$ cat config.mk
export PLATFORM = sky130hd
export DESIGN_NAME = flash_block_command_engine
export DESIGN_NICKNAME = d
export VERILOG_FILES = /design/src/logic/flash_cmd_pkg.sv /design/src/logic/flash_block_command_engine.sv /design/src/logic/flash_store_mem.sv
export SDC_FILE = /design/constraint.sdc
export NUM_CORES = 2
export LEC_CHECK = 0
export BUFFER_PORTS_ARGS = -buffer_cell sky130_fd_sc_hd__buf_2
export CORE_ASPECT_RATIO = 0.5
export CORE_UTILIZATION = 60
export DETAILED_ROUTE_END_ITERATION = 10
export GPL_TIMING_DRIVEN = 0
export PLACE_DENSITY = 0.79
export REMOVE_ABC_BUFFERS = 1
export SYNTH_ARGS = -nofsm -noshare
export SYNTH_HDL_FRONTEND = slang
export SYNTH_HIERARCHICAL = 1
export SYNTH_SLANG_ARGS = --single-unit
$ cat constraint.sdc
create_clock -name clock -period 5.8 [get_ports clock]
set_clock_uncertainty 0.05 [all_clocks]
set_input_delay 1.16 -clock clock [delete_from_list [all_inputs] [get_ports clock]]
set_output_delay 1.16 -clock clock [all_outputs]
set_load 0.05 [all_outputs]
$ cat src/logic/flash_cmd_pkg.sv
package flash_cmd_pkg;

    // ==============================================================
    // command and reply codes
    localparam logic [7:0] CMD_ERASE         = 8'h01;
    localparam logic [7:0] CMD_PROGRAM       = 8'h02;
    localparam logic [7:0] CMD_ERASE_PROGRAM = 8'h03;
    localparam logic [7:0] CMD_READBACK      = 8'h04;
    localparam logic [7:0] REPLY_FLAG        = 8'h80;
    localparam logic [7:0] ERASED_BYTE       = 8'hff;

    // ==============================================================
    // frame layout, byte positions (two-byte fields big-endian)
    localparam logic [2:0] POS_CODE     = 3'h0;
    localparam logic [2:0] POS_STATUS   = 3'h1;
    localparam logic [2:0] POS_BLOCK_HI = 3'h2;
    localparam logic [2:0] POS_BLOCK_LO = 3'h3;
    localparam logic [2:0] POS_OFF_HI   = 3'h4;
    localparam logic [2:0] POS_OFF_LO   = 3'h5;
    localparam logic [2:0] POS_CNT_HI   = 3'h6;
    localparam logic [2:0] POS_CNT_LO   = 3'h7;
    localparam int         POS_W        = 17;
    localparam logic [16:0] POS_PAYLOAD = 17'h00008;
    localparam logic [16:0] POS_LAST_HDR = 17'h00007;

    // ==============================================================
    // register map, byte addresses
    localparam logic [7:0] REG_CTRL     = 8'h00;
    localparam logic [7:0] REG_STATUS   = 8'h04;
    localparam logic [7:0] REG_DONE     = 8'h08;
    localparam logic [7:0] REG_GEOMETRY = 8'h0c;
    localparam logic       CTRL_ENABLE_RESET = 1'b1;

    // ==============================================================
    // engine states
    typedef enum logic [9:0] {
        S_HDR      = 10'h001,
        S_CHECK    = 10'h002,
        S_ERASE    = 10'h004,
        S_PRG_TAKE = 10'h008,
        S_PRG_WR   = 10'h010,
        S_DRAIN    = 10'h020,
        S_REPLY    = 10'h040,
        S_RD_FETCH = 10'h080,
        S_TX_LOAD  = 10'h100,
        S_TX_WAIT  = 10'h200
    } state_t;

endpackage

$ cat src/logic/flash_block_command_engine.sv
// The implementer's own choices: the register addresses and the Wishbone slave port.
`timescale 1ns/1ps
//
// Contract
// - erase reply carries code 0x81
// - status bit zero flags failure, others reserved
// - replies echo block index and offset
// - erase/program replies: count zero, no payload
// - unicast reply goes to requester source endpoint
// - decode 0x02 program, 0x03 erase-then-program
// - erase-then-program erases block before programming
// - program reply 0x82, erase-then-program 0x83
// - readback code 0x04, count bytes wanted
// - readback reply 0x84, count equals payload
// - readback payload from block at offset
// - program stores payload from given offset
// - fixed reply byte layout, big-endian fields
// - erase sets ones, program only clears
// - no reply to broadcast frames
module flash_block_command_engine #(
    parameter int NUM_BLOCKS = 4,
    parameter int BLOCK_SIZE = 64
) (
    input  wire logic        clock,
    input  wire logic        arst_n,
    input  wire logic        wb_cyc_i,
    input  wire logic        wb_stb_i,
    input  wire logic        wb_we_i,
    input  wire logic [7:0]  wb_adr_i,
    input  wire logic [3:0]  wb_sel_i,
    input  wire logic [31:0] wb_dat_i,
    output logic      [31:0] wb_dat_o,
    output logic             wb_ack_o,
    input  wire logic        rx_valid,
    input  wire logic [7:0]  rx_data,
    input  wire logic        rx_last,
    input  wire logic        rx_broadcast,
    input  wire logic [7:0]  rx_src_endpoint,
    output logic             rx_ready,
    output logic             tx_valid,
    output logic [7:0]       tx_data,
    output logic             tx_last,
    output logic [7:0]       tx_dest_endpoint,
    input  wire logic        tx_ready
);

    localparam int TOTAL  = NUM_BLOCKS * BLOCK_SIZE;
    localparam int ADDR_W = $clog2(TOTAL);

    // ==============================================================
    // state and registers
    flash_cmd_pkg::state_t state;
    flash_cmd_pkg::state_t next_state;

    logic [2:0]              hdr_idx;
    logic [7:0]              cmd;
    logic [15:0]             blk;
    logic [15:0]             off;
    logic [15:0]             cnt;
    logic [7:0]              src_ep;
    logic                    bcast;
    logic                    frame_done;
    logic                    err;
    logic                    reply_en;
    logic                    erased;
    logic [ADDR_W-1:0]       cur_addr;
    logic [ADDR_W-1:0]       end_addr;
    logic [15:0]             left;
    logic [7:0]              hold;
    logic [flash_cmd_pkg::POS_W-1:0] idx;
    logic                    enable;
    logic [31:0]             done_count;
    logic [7:0]              mem_rdata;

    // ==============================================================
    // decode of the captured header
    wire accept      = rx_valid && rx_ready;
    wire is_erase    = (cmd == flash_cmd_pkg::CMD_ERASE);
    wire is_prog     = (cmd == flash_cmd_pkg::CMD_PROGRAM);
    wire is_etp      = (cmd == flash_cmd_pkg::CMD_ERASE_PROGRAM);
    wire is_read     = (cmd == flash_cmd_pkg::CMD_READBACK);
    wire known       = is_erase || is_prog || is_etp || is_read;
    wire blk_ok      = (32'(blk) < 32'(NUM_BLOCKS));
    wire range_ok    = ((17'(off) + 17'(cnt)) <= 17'(BLOCK_SIZE));
    wire erase_all   = is_erase && (cnt == 16'h0000);
    // erase only checks the block, and not even that when count is zero (erase all); the others also the byte range
    wire chk_err     = is_erase ? (!erase_all && !blk_ok) : !(blk_ok && range_ok);
    wire go_erase    = known && !chk_err && (is_erase || is_etp);
    wire go_prog     = known && !chk_err && is_prog && (cnt != 16'h0000) && !frame_done;
    wire etp_prog    = is_etp && (cnt != 16'h0000) && !frame_done;
    wire [ADDR_W-1:0] blk_base  = ADDR_W'(32'(blk) * 32'(BLOCK_SIZE));
    wire [ADDR_W-1:0] start     = blk_base + ADDR_W'(off);
    wire [ADDR_W-1:0] ers_first = erase_all ? '0 : blk_base;
    wire [ADDR_W-1:0] ers_last  = erase_all ? ADDR_W'(TOTAL - 1)
                                            : blk_base + ADDR_W'(BLOCK_SIZE - 1);
    wire flash_state = (state == flash_cmd_pkg::S_ERASE) ||
                       (state == flash_cmd_pkg::S_PRG_WR);
    flash_cmd_pkg::state_t post_state;
    assign post_state = frame_done ? flash_cmd_pkg::S_REPLY : flash_cmd_pkg::S_DRAIN;

    // ==============================================================
    // reply byte selection
    wire        reply_read = is_read && !err;
    wire [15:0] reply_cnt  = reply_read ? cnt : 16'h0000;
    wire        reply_last = (idx == (flash_cmd_pkg::POS_LAST_HDR + 17'(reply_cnt)));
    logic [7:0] reply_byte;
    always_comb begin
        reply_byte = mem_rdata;
        if (idx < flash_cmd_pkg::POS_PAYLOAD) begin
            case (idx[2:0])
                flash_cmd_pkg::POS_CODE:     reply_byte = cmd | flash_cmd_pkg::REPLY_FLAG;
                flash_cmd_pkg::POS_STATUS:   reply_byte = {7'h00, err};
                flash_cmd_pkg::POS_BLOCK_HI: reply_byte = blk[15:8];
                flash_cmd_pkg::POS_BLOCK_LO: reply_byte = blk[7:0];
                flash_cmd_pkg::POS_OFF_HI:   reply_byte = off[15:8];
                flash_cmd_pkg::POS_OFF_LO:   reply_byte = off[7:0];
                flash_cmd_pkg::POS_CNT_HI:   reply_byte = reply_cnt[15:8];
                default:                     reply_byte = reply_cnt[7:0];
            endcase
        end
    end

    // ==============================================================
    // flash array port
    wire             mem_we    = flash_state;
    wire [7:0]       mem_wdata = (state == flash_cmd_pkg::S_ERASE) ? flash_cmd_pkg::ERASED_BYTE
                                                                    : (mem_rdata & hold);
    flash_store_mem #(
        .DEPTH  (TOTAL),
        .ADDR_W (ADDR_W)
    ) u_store (
        .clock (clock),
        .we    (mem_we),
        .addr  (cur_addr),
        .wdata (mem_wdata),
        .rdata (mem_rdata)
    );

    // ==============================================================
    // sequencing
    always_comb begin
        next_state = state;
        case (state)
            flash_cmd_pkg::S_HDR: begin
                if (accept && hdr_idx == flash_cmd_pkg::POS_CNT_LO) begin
                    next_state = flash_cmd_pkg::S_CHECK;
                end
            end
            flash_cmd_pkg::S_CHECK: begin
                if (go_erase) begin
                    next_state = flash_cmd_pkg::S_ERASE;
                end else if (go_prog) begin
                    next_state = flash_cmd_pkg::S_PRG_TAKE;
                end else begin
                    next_state = post_state;
                end
            end
            flash_cmd_pkg::S_ERASE: begin
                // programming only starts once the last erase write is done
                if (cur_addr == end_addr) begin
                    next_state = etp_prog ? flash_cmd_pkg::S_PRG_TAKE : post_state;
                end
            end
            flash_cmd_pkg::S_PRG_TAKE: begin
                if (accept) begin
                    next_state = flash_cmd_pkg::S_PRG_WR;
                end
            end
            flash_cmd_pkg::S_PRG_WR: begin
                if (frame_done) begin
                    next_state = flash_cmd_pkg::S_REPLY;
                end else if (left == 16'h0001) begin
                    next_state = flash_cmd_pkg::S_DRAIN;
                end else begin
                    next_state = flash_cmd_pkg::S_PRG_TAKE;
                end
            end
            flash_cmd_pkg::S_DRAIN: begin
                if (accept && rx_last) begin
                    next_state = flash_cmd_pkg::S_REPLY;
                end
            end
            flash_cmd_pkg::S_REPLY: begin
                next_state = reply_en ? flash_cmd_pkg::S_TX_LOAD : flash_cmd_pkg::S_HDR;
            end
            flash_cmd_pkg::S_TX_LOAD: next_state = flash_cmd_pkg::S_TX_WAIT;
            flash_cmd_pkg::S_TX_WAIT: begin
                if (tx_ready) begin
                    if (tx_last) begin
                        next_state = flash_cmd_pkg::S_HDR;
                    end else if (reply_read && idx >= flash_cmd_pkg::POS_LAST_HDR) begin
                        next_state = flash_cmd_pkg::S_RD_FETCH;
                    end else begin
                        next_state = flash_cmd_pkg::S_TX_LOAD;
                    end
                end
            end
            flash_cmd_pkg::S_RD_FETCH: next_state = flash_cmd_pkg::S_TX_LOAD;
            default: next_state = flash_cmd_pkg::S_HDR;
        endcase
    end

    wire next_ready = ((next_state == flash_cmd_pkg::S_HDR) && enable) ||
                      (next_state == flash_cmd_pkg::S_PRG_TAKE) ||
                      (next_state == flash_cmd_pkg::S_DRAIN);

    always_ff @(posedge clock or negedge arst_n) begin
        if (!arst_n) begin
            state    <= flash_cmd_pkg::S_HDR;
            rx_ready <= 1'b0;
        end else begin
            state    <= next_state;
            rx_ready <= next_ready;
        end
    end

    // ==============================================================
    // header capture
    always_ff @(posedge clock or negedge arst_n) begin
        if (!arst_n) begin
            hdr_idx <= 3'h0;
            cmd     <= 8'h00;
            blk     <= 16'h0000;
            off     <= 16'h0000;
            cnt     <= 16'h0000;
            src_ep  <= 8'h00;
            bcast   <= 1'b0;
        end else if (state == flash_cmd_pkg::S_HDR && accept) begin
            // a frame ending inside the header is dropped silently
            hdr_idx <= rx_last ? 3'h0 : hdr_idx + 3'h1;
            case (hdr_idx)
                flash_cmd_pkg::POS_CODE: begin
                    cmd    <= rx_data;
                    src_ep <= rx_src_endpoint;
                    bcast  <= rx_broadcast;
                end
                flash_cmd_pkg::POS_BLOCK_HI: blk[15:8] <= rx_data;
                flash_cmd_pkg::POS_BLOCK_LO: blk[7:0]  <= rx_data;
                flash_cmd_pkg::POS_OFF_HI:   off[15:8] <= rx_data;
                flash_cmd_pkg::POS_OFF_LO:   off[7:0]  <= rx_data;
                flash_cmd_pkg::POS_CNT_HI:   cnt[15:8] <= rx_data;
                flash_cmd_pkg::POS_CNT_LO:   cnt[7:0]  <= rx_data;
                default: ;
            endcase
        end
    end

    // ==============================================================
    // operation datapath
    always_ff @(posedge clock or negedge arst_n) begin
        if (!arst_n) begin
            frame_done <= 1'b0;
            err        <= 1'b0;
            reply_en   <= 1'b0;
            erased     <= 1'b0;
            cur_addr   <= '0;
            end_addr   <= '0;
            left       <= 16'h0000;
            hold       <= 8'h00;
        end else begin
            // a frame cut inside the header must not mark the next frame done
            if (accept && rx_last && !(state == flash_cmd_pkg::S_HDR &&
                                       hdr_idx != flash_cmd_pkg::POS_CNT_LO)) begin
                frame_done <= 1'b1;
            end else if (state == flash_cmd_pkg::S_REPLY) begin
                frame_done <= 1'b0;
            end
            case (state)
                flash_cmd_pkg::S_CHECK: begin
                    err      <= chk_err || !known;
                    reply_en <= known && !bcast;
                    erased   <= 1'b0;
                    left     <= cnt;
                    cur_addr <= go_erase ? ers_first : start;
                    end_addr <= ers_last;
                end
                flash_cmd_pkg::S_ERASE: begin
                    cur_addr <= (cur_addr == end_addr) ? start : cur_addr + 1'b1;
                    erased   <= (cur_addr == end_addr);
                end
                flash_cmd_pkg::S_PRG_TAKE: hold <= rx_data;
                flash_cmd_pkg::S_PRG_WR: begin
                    cur_addr <= cur_addr + 1'b1;
                    left     <= left - 16'h0001;
                end
                flash_cmd_pkg::S_REPLY:    cur_addr <= start;
                flash_cmd_pkg::S_RD_FETCH: cur_addr <= cur_addr + 1'b1;
                default: ;
            endcase
        end
    end

    // ==============================================================
    // reply stream
    always_ff @(posedge clock or negedge arst_n) begin
        if (!arst_n) begin
            tx_valid         <= 1'b0;
            tx_data          <= 8'h00;
            tx_last          <= 1'b0;
            tx_dest_endpoint <= 8'h00;
            idx              <= '0;
        end else if (state == flash_cmd_pkg::S_REPLY) begin
            idx              <= '0;
            tx_dest_endpoint <= src_ep;
        end else if (state == flash_cmd_pkg::S_TX_LOAD) begin
            tx_valid <= 1'b1;
            tx_data  <= reply_byte;
            tx_last  <= reply_last;
        end else if (state == flash_cmd_pkg::S_TX_WAIT && tx_ready) begin
            tx_valid <= 1'b0;
            tx_last  <= 1'b0;
            idx      <= idx + 1'b1;
        end
    end

    // ==============================================================
    // wishbone slave: ctrl, status, done counter, geometry
    wire        wb_hit = wb_cyc_i && wb_stb_i && !wb_ack_o;
    wire        busy   = (state != flash_cmd_pkg::S_HDR) || (hdr_idx != 3'h0);
    logic [31:0] rd_mux;
    always_comb begin
        case (wb_adr_i)
            flash_cmd_pkg::REG_CTRL:     rd_mux = {31'h0, enable};
            flash_cmd_pkg::REG_STATUS:   rd_mux = {30'h0, err, busy};
            flash_cmd_pkg::REG_DONE:     rd_mux = done_count;
            flash_cmd_pkg::REG_GEOMETRY: rd_mux = {16'(NUM_BLOCKS), 16'(BLOCK_SIZE)};
            default:                     rd_mux = 32'h0;
        endcase
    end

    always_ff @(posedge clock or negedge arst_n) begin
        if (!arst_n) begin
            wb_ack_o   <= 1'b0;
            wb_dat_o   <= 32'h0;
            enable     <= flash_cmd_pkg::CTRL_ENABLE_RESET;
            done_count <= 32'h0;
        end else begin
            wb_ack_o <= wb_hit;
            wb_dat_o <= wb_hit ? rd_mux : 32'h0;
            if (wb_hit && wb_we_i && wb_sel_i[0] && wb_adr_i == flash_cmd_pkg::REG_CTRL) begin
                enable <= wb_dat_i[0];
            end
            if (state == flash_cmd_pkg::S_REPLY) begin
                done_count <= done_count + 32'h1;
            end
        end
    end
endmodule

$ cat src/logic/flash_store_mem.sv
`timescale 1ns/1ps
module flash_store_mem #(
    parameter int DEPTH  = 256,
    parameter int ADDR_W = 8
) (
    input  wire logic              clock,
    input  wire logic              we,
    input  wire logic [ADDR_W-1:0] addr,
    input  wire logic [7:0]        wdata,
    output logic      [7:0]        rdata
);

    // ==============================================================
    // byte array, read data registered; no reset so it maps to ram
    logic [7:0] cells [DEPTH];

    always_ff @(posedge clock) begin
        if (we) begin
            cells[addr] <= wdata;
        end
        rdata <= cells[addr];
    end

endmodule

; ---- Yosys cells after proc, flatten, opt, wreduce, memory -nomap -nowiden
; Memory sizes are Yosys's and may differ from the RTL's. A register that Yosys moved wholly into a read port is not among the register bits.
; Index checks and enable logic that the tools add are counted.
[op_classes]
add_sub_neg = 9
order_cmp = 4
n_eq_ne = 38
muxes = 39
n_bitwise = 2
n_reduce_logical = 67
[op_table]
columns = cell, n
row1 = 32-bit case mux with 4 select lines, 1
row2 = 10-bit case mux with 10 select lines, 1
row3 = 8-bit case mux with 7 select lines, 1
row4 = 17-bit two-way mux, 3
row5 = 10-bit two-way mux, 5
row6 = 8-bit two-way mux, 6
row7 = 7-bit two-way mux, 5
row8 = "32-bit by 1-bit adder with 32-bit output, second input constant", 1
row9 = 32-bit two-way mux, 1
row10 = 16-bit case mux with 2 select lines, 1
row11 = 8-bit case mux with 4 select lines, 1
row12 = 9-bit two-way mux, 3
row13 = 1-bit logical AND, 26
row14 = "3-bit equality test, second input constant", 7
row15 = "10-bit by 1-bit equality test with 1-bit output, second input constant", 2
row16 = "10-bit by 4-bit equality test with 1-bit output, second input constant", 2
row17 = "10-bit by 6-bit equality test with 1-bit output, second input constant", 2
row18 = 2-bit AND reduction, 10
row19 = 16-bit by 16-bit adder with 17-bit output, 1
row20 = "17-bit by 1-bit adder with 17-bit output, second input constant", 1
row21 = "3-bit by 16-bit adder with 17-bit output, first input constant", 1
row22 = 17-bit equality test, 1
row23 = "17-bit by 3-bit >= comparator with 1-bit output, second input constant", 1
row24 = "17-bit by 7-bit less-or-equal comparator with 1-bit output, second input constant", 1
row25 = other kinds (41), 75
[totals]
ff_bits = 223
ram_bits = 2048
in_bits = 69
out_inout_bits = 52
elab_cells = 188
n_memories = 1
[mem_list]
columns = memory, depth, word_bits, rd, rd_clocked_by_memory_dff, wr, line
row1 = u_store.cells, 256, 8, 1, 1, 1, flash_store_mem.sv:15  ; logic [7:0] cells [DEPTH];

; ---- Depth between registers and ports, before layout
[logic_depth]
depth_word = 17
mapped_depth = 17
mapped_depth_nobuf = 13

; ---- Cells and area by module
; The synthesis kept the hierarchy.
[modules_own_cells]
columns = module, instances, cells_each, area_per_inst_um2
row1 = flash_store_mem, 1, 3547, 78492.8
row2 = flash_block_command_engine, 1, 1226, 11865.1

; ---- Worst setup path before layout
; No wires, ideal clock.
[synth_path]
kind = register to register
start = reg state[6]
end = mem u_store.cells[0][0] (data pin)
t_arrival_ns = 4.188
slack_ns = 0.743
path_stages_with_launch = 6
path_cell_list = dfrtp_1 -> clkbuf_1 -> nor4_1 -> nand4_1 -> clkbuf_1 -> nand2_1
[synth_between]
elab_chain_cells = 2
[synth_lines]
columns = element, line
row1 = from (decl), flash_block_command_engine.sv:52  ; flash_cmd_pkg::state_t state;
row2 = from (signal assigned), flash_block_command_engine.sv:209  ; state <= flash_cmd_pkg::S_HDR;
row3 = from (signal assigned), flash_block_command_engine.sv:212  ; state <= next_state;
row4 = 10-bit by 3-bit equality test with 1-bit output, flash_block_command_engine.sv:126  ; wire [7:0] mem_wdata = (state == flash_cmd_pkg::S_ERASE) ? flash_cmd_pkg::ERASED_BYTE
row5 = 8-bit two-way mux, flash_block_command_engine.sv:126
row6 = net mem_wdata[0], flash_block_command_engine.sv:126
row7 = to (decl), flash_store_mem.sv:15
; The timed path passes the listed nets, and every way through them passes these cells.

==> results.cfg <==
[status]
run_status = finished, violations left
violations = capacitance limit, slew limit, setup timing

[floorplan]
die_area_um2 = 152000
die_w_um = 551
ioPinCount = 121
initial_utilization_pct = 60.6
coreArea_um2 = 149000
die_h_um = 276
fp-row-count = 100

[sta]
tightest_slew_ns = 1.70
fin_setup_tns_ns = -0.255
rsz0062_at_grt = no
finalWorstSetupSlack_ns = -0.194
drv_slew = 2
setup_violations = 2
fmax_mhz = 167
finalCritPeriodShare_pct = 103
finalCriticalPeriod_ns = 5.99
slew_headroom_pct = -14.9
finalHoldViolCount = 0

[drt]
routed_wl_um = 239000
drtIter0Drc = 8692
vias = 50621
viasPerCell = 7.25
drc_errors = 0
postRouteAntennaNets = 0
dr.pass1.iters = 7
wire_per_inst_um = 34.2

[cts]
cts-hold-fix-buffers = 0
cts_tree = yes
htreeDepth = 4
clockRootBuffer = clkbuf_16
clk_pin_slew_ns = 0.07
cts_buffers = 187
clk_latency_ns = 0.84
clkSinkCount = 2274
clockBufferDepth = 3

[logic_synthesis]
syn_avg_cell_area_um2 = 18.9
synth-edff-count = 2048
synth_fa_ha_area_share_pct = 0.479
syn_area_um2 = 90400
ys_seq_area_share_pct = 74.3
synth_cell_type_count = 83
synth_xor_area_share_pct = 0.727
yosysWarningCount = 6
async_flop_share_pct = 9.59
ys_seq_elements = 2274
ys.flop_type = edfxtp_1
synth_top_family_by_area = multiplexers
syn-instance-count = 4773
synthMuxAreaShare_pct = 13.8
synth-simple-area-share_pct = 4.26
synth-compound-area-share_pct = 4.85

[worst_setup_path]
crit_chain = buf_16 -> buf_16 -> buf_16 -> buf_16 -> buf_16 -> mux4_2 -> a22oi_1 -> a21oi_1 -> o41ai_1 -> nand4_1
crit_required_ns = 6.28
critPathMaxStageDelay_ns = 1.36
setup.worst_path.class = reg2reg
end_kind = flop
worst_path_max_delay_cell = o41ai_1
crit_fanout = 65
crit_arrival_ns = 6.48
crit_path_frequent_cell = buf_16
start_kind = flop

[layout]
final_core_util_pct = 67.1
nNetsFinal = 4935
drive_above_1_share_pct = 22.0
areaGrowthSynthToFinish_pct = 10.8

[global_routing]
antenna_found_initial = 10
grtUsageMet1_pct = 41.9
grt_first_pass_wirelength_um = 345000
grt_max_degree = 131
grt-ovfl-total = 0
grt_use_met2_pct = 49.2
grt_pass1_vias = 50552
grt_usage_pct = 31.4
grt-busiest-layer = met2
use_met3_pct = 8.29

[pwr]
comb_power_share_pct = 1.0
powerDensity_nw_per_um2 = 310
p_sw_w = 0.00625
total_leakage_power_nw = 32.1
p_seq_share_pct = 57.2
ir_drop_uv = 252
power.total_w = 0.0310
switching_share_pct = 20.1
power.share.clock_pct = 41.8
power.internal_w = 0.0248

[min_path]
hold_class = in2async

[run]
maxCapViolCount = 2

[placement]
hpwl_um = 131000
io_buffers = 86
gp_congestion = 0.892
## through the flow
step / hold WS (ns) / area (um2) / setup WS [ns] / instances
2_1_floorplan: 0.376 / 89000 / -19.01 / 4480
3_3_place_gp: 0.381 / 91900 / -32.77 / 6555
3_5_place_dp: 0.402 / 93900 / -0.313 / 6629
4_1_cts: 0.298 / 100000 / 0.101 / 6980
5_1_grt: 0.356 / 100000 / 0.00117 / 6981
6_report: 0.309 / 100000 / -0.194 / 6987
## synthesized netlist by cell type, types with 32 or more instances
master	n	area share, %
mux2_2	82	1.0
nor3_1	59	0.33
and2_1	35	0.24
nand2_1	185	0.77
ha_1	33	0.46
nand3_1	64	0.35
buf_2	42	0.23
clkbuf_1	195	0.81
nor2_1	329	1.4
o41ai_1	32	0.31
mux4_2	512	13
dfrtp_1	216	6.0
a22oi_1	258	2.1
o21ai_0	52	0.29
edfxtp_1	2048	68
xor2_1	32	0.31
xnor2_1	43	0.42
a21oi_1	183	1.0
## power groups by stage
stage | Sequential (W) | Clock (W) | Combinational [W]
after floorplan | 0.0181 | 0 | 0.000129
after global placement | 0.0182 | 0 | 0.000250
after detailed placement | 0.0181 | 0 | 0.000301
after CTS | 0.0177 | 0.0130 | 0.000307
after global routing | 0.0177 | 0.0136 | 0.000331
final | 0.0177 | 0.0130 | 0.000312
## cells by family after synthesis
| logic type | count (synthesis) |
|---|---|
| multiplexers | 595 |
| AO/OA/AOI/OAI | 641 |
| AND/OR/NAND/NOR | 834 |
| buffers and inverters | 320 |
| flip-flops | 2274 |
| adder cells (fa/ha/maj) | 34 |
| XOR/XNOR | 75 |
## layout by cell type (no fill, tap or decap), types with 32 or more instances in the layout
cell type and count:
a21oi_1 183, a22oi_1 258, and2_1 34, buf_16 50, buf_2 87, clkbuf_1 41, clkbuf_16 192, clkinv_1 44
clkinv_2 33, dfrtp_1 214, edfxtp_1 2048, ha_1 33, mux2_2 82, mux4_2 512, nand2_1 170, nand3_1 56
nor2_1 327, nor3_1 56, o21ai_0 52, xnor2_1 43, xor2_1 32
## metal layers
layer | routed length (um) | vias up
li1 | - | 19592
met2 | 113000 | 4493
met4 | 12100 | 6
met5 | 47 | -
met3 | 33100 | 782
met1 | 80600 | 25748
## cell type report
type,instances,area [um2]
Antenna cell,6,15.0
Clock buffer,235,4990
Clock inverter,114,1130
Fill cell,8517,49000
Inverter,27,101
Multi-Input combinational cell,2179,22100
Sequential cell,2274,67100
Tap cell,1989,2490
Timing Repair Buffer,163,2230
## flip-flops by register name, indices dropped and copies added, names as in the netlist, 3 cells and up
| name | cells |
|---|---|
| tx_data | 8 |
| idx | 17 |
| off | 16 |
| u_store/rdata | 8 |
| done_count | 32 |
| wb_dat_o | 32 |
| hold | 8 |
| u_store/cells | 2048 |
| state | 10 |
| hdr_idx | 3 |
| tx_dest_endpoint | 8 |
| cnt | 16 |
| cur_addr | 8 |
| blk | 16 |
| left | 16 |
| src_ep | 8 |
| cmd | 8 |
| end_addr | 3 |
## final timing paths
| check | startpoint | to | slack, ns | depth (start not counted) |
|---|---|---|---|---|
| worst max register to register | cur_addr[1]$_DFFE_PN0P_ | u_store/rdata[7]$_DFF_P_ | -0.19 | 10 |
| max in group asynchronous | arst_n | src_ep[1]$_DFFE_PN0P_ | 4.30 | 2 |
| worst max-delay path | cur_addr[1]$_DFFE_PN0P_ | u_store/rdata[7]$_DFF_P_ | -0.19 | 10 |
| worst min register to register | done_count[31]$_DFFE_PN0P_ | done_count[31]$_DFFE_PN0P_ | 0.41 | 1 |
| worst min-delay path | arst_n | idx[15]$_DFFE_PN0P_ | 0.31 | 1 |
| min in group clock | done_count[31]$_DFFE_PN0P_ | done_count[31]$_DFFE_PN0P_ | 0.41 | 1 |
## worst max-delay path: cells and delay by family, from the launching register on
| kind | cells | cell delay [ns] |
|---|---|---|
| flops | 1 | 0.98 |
| compound gates | 3 | 1.77 |
| simple gates | 1 | 0.53 |
| buf+inv | 5 | 1.76 |
| mux | 1 | 0.38 |
## repair_timing
action | 4_1_cts | 5_1_grt
pin swaps | 3 | 0
endpoints found under the setup margin | 214 | 1
gates resized for setup | 1 | 1
setup buffers | 2 | 0
cloned | 0 | 0
Power figures use the tool's default switching activity.
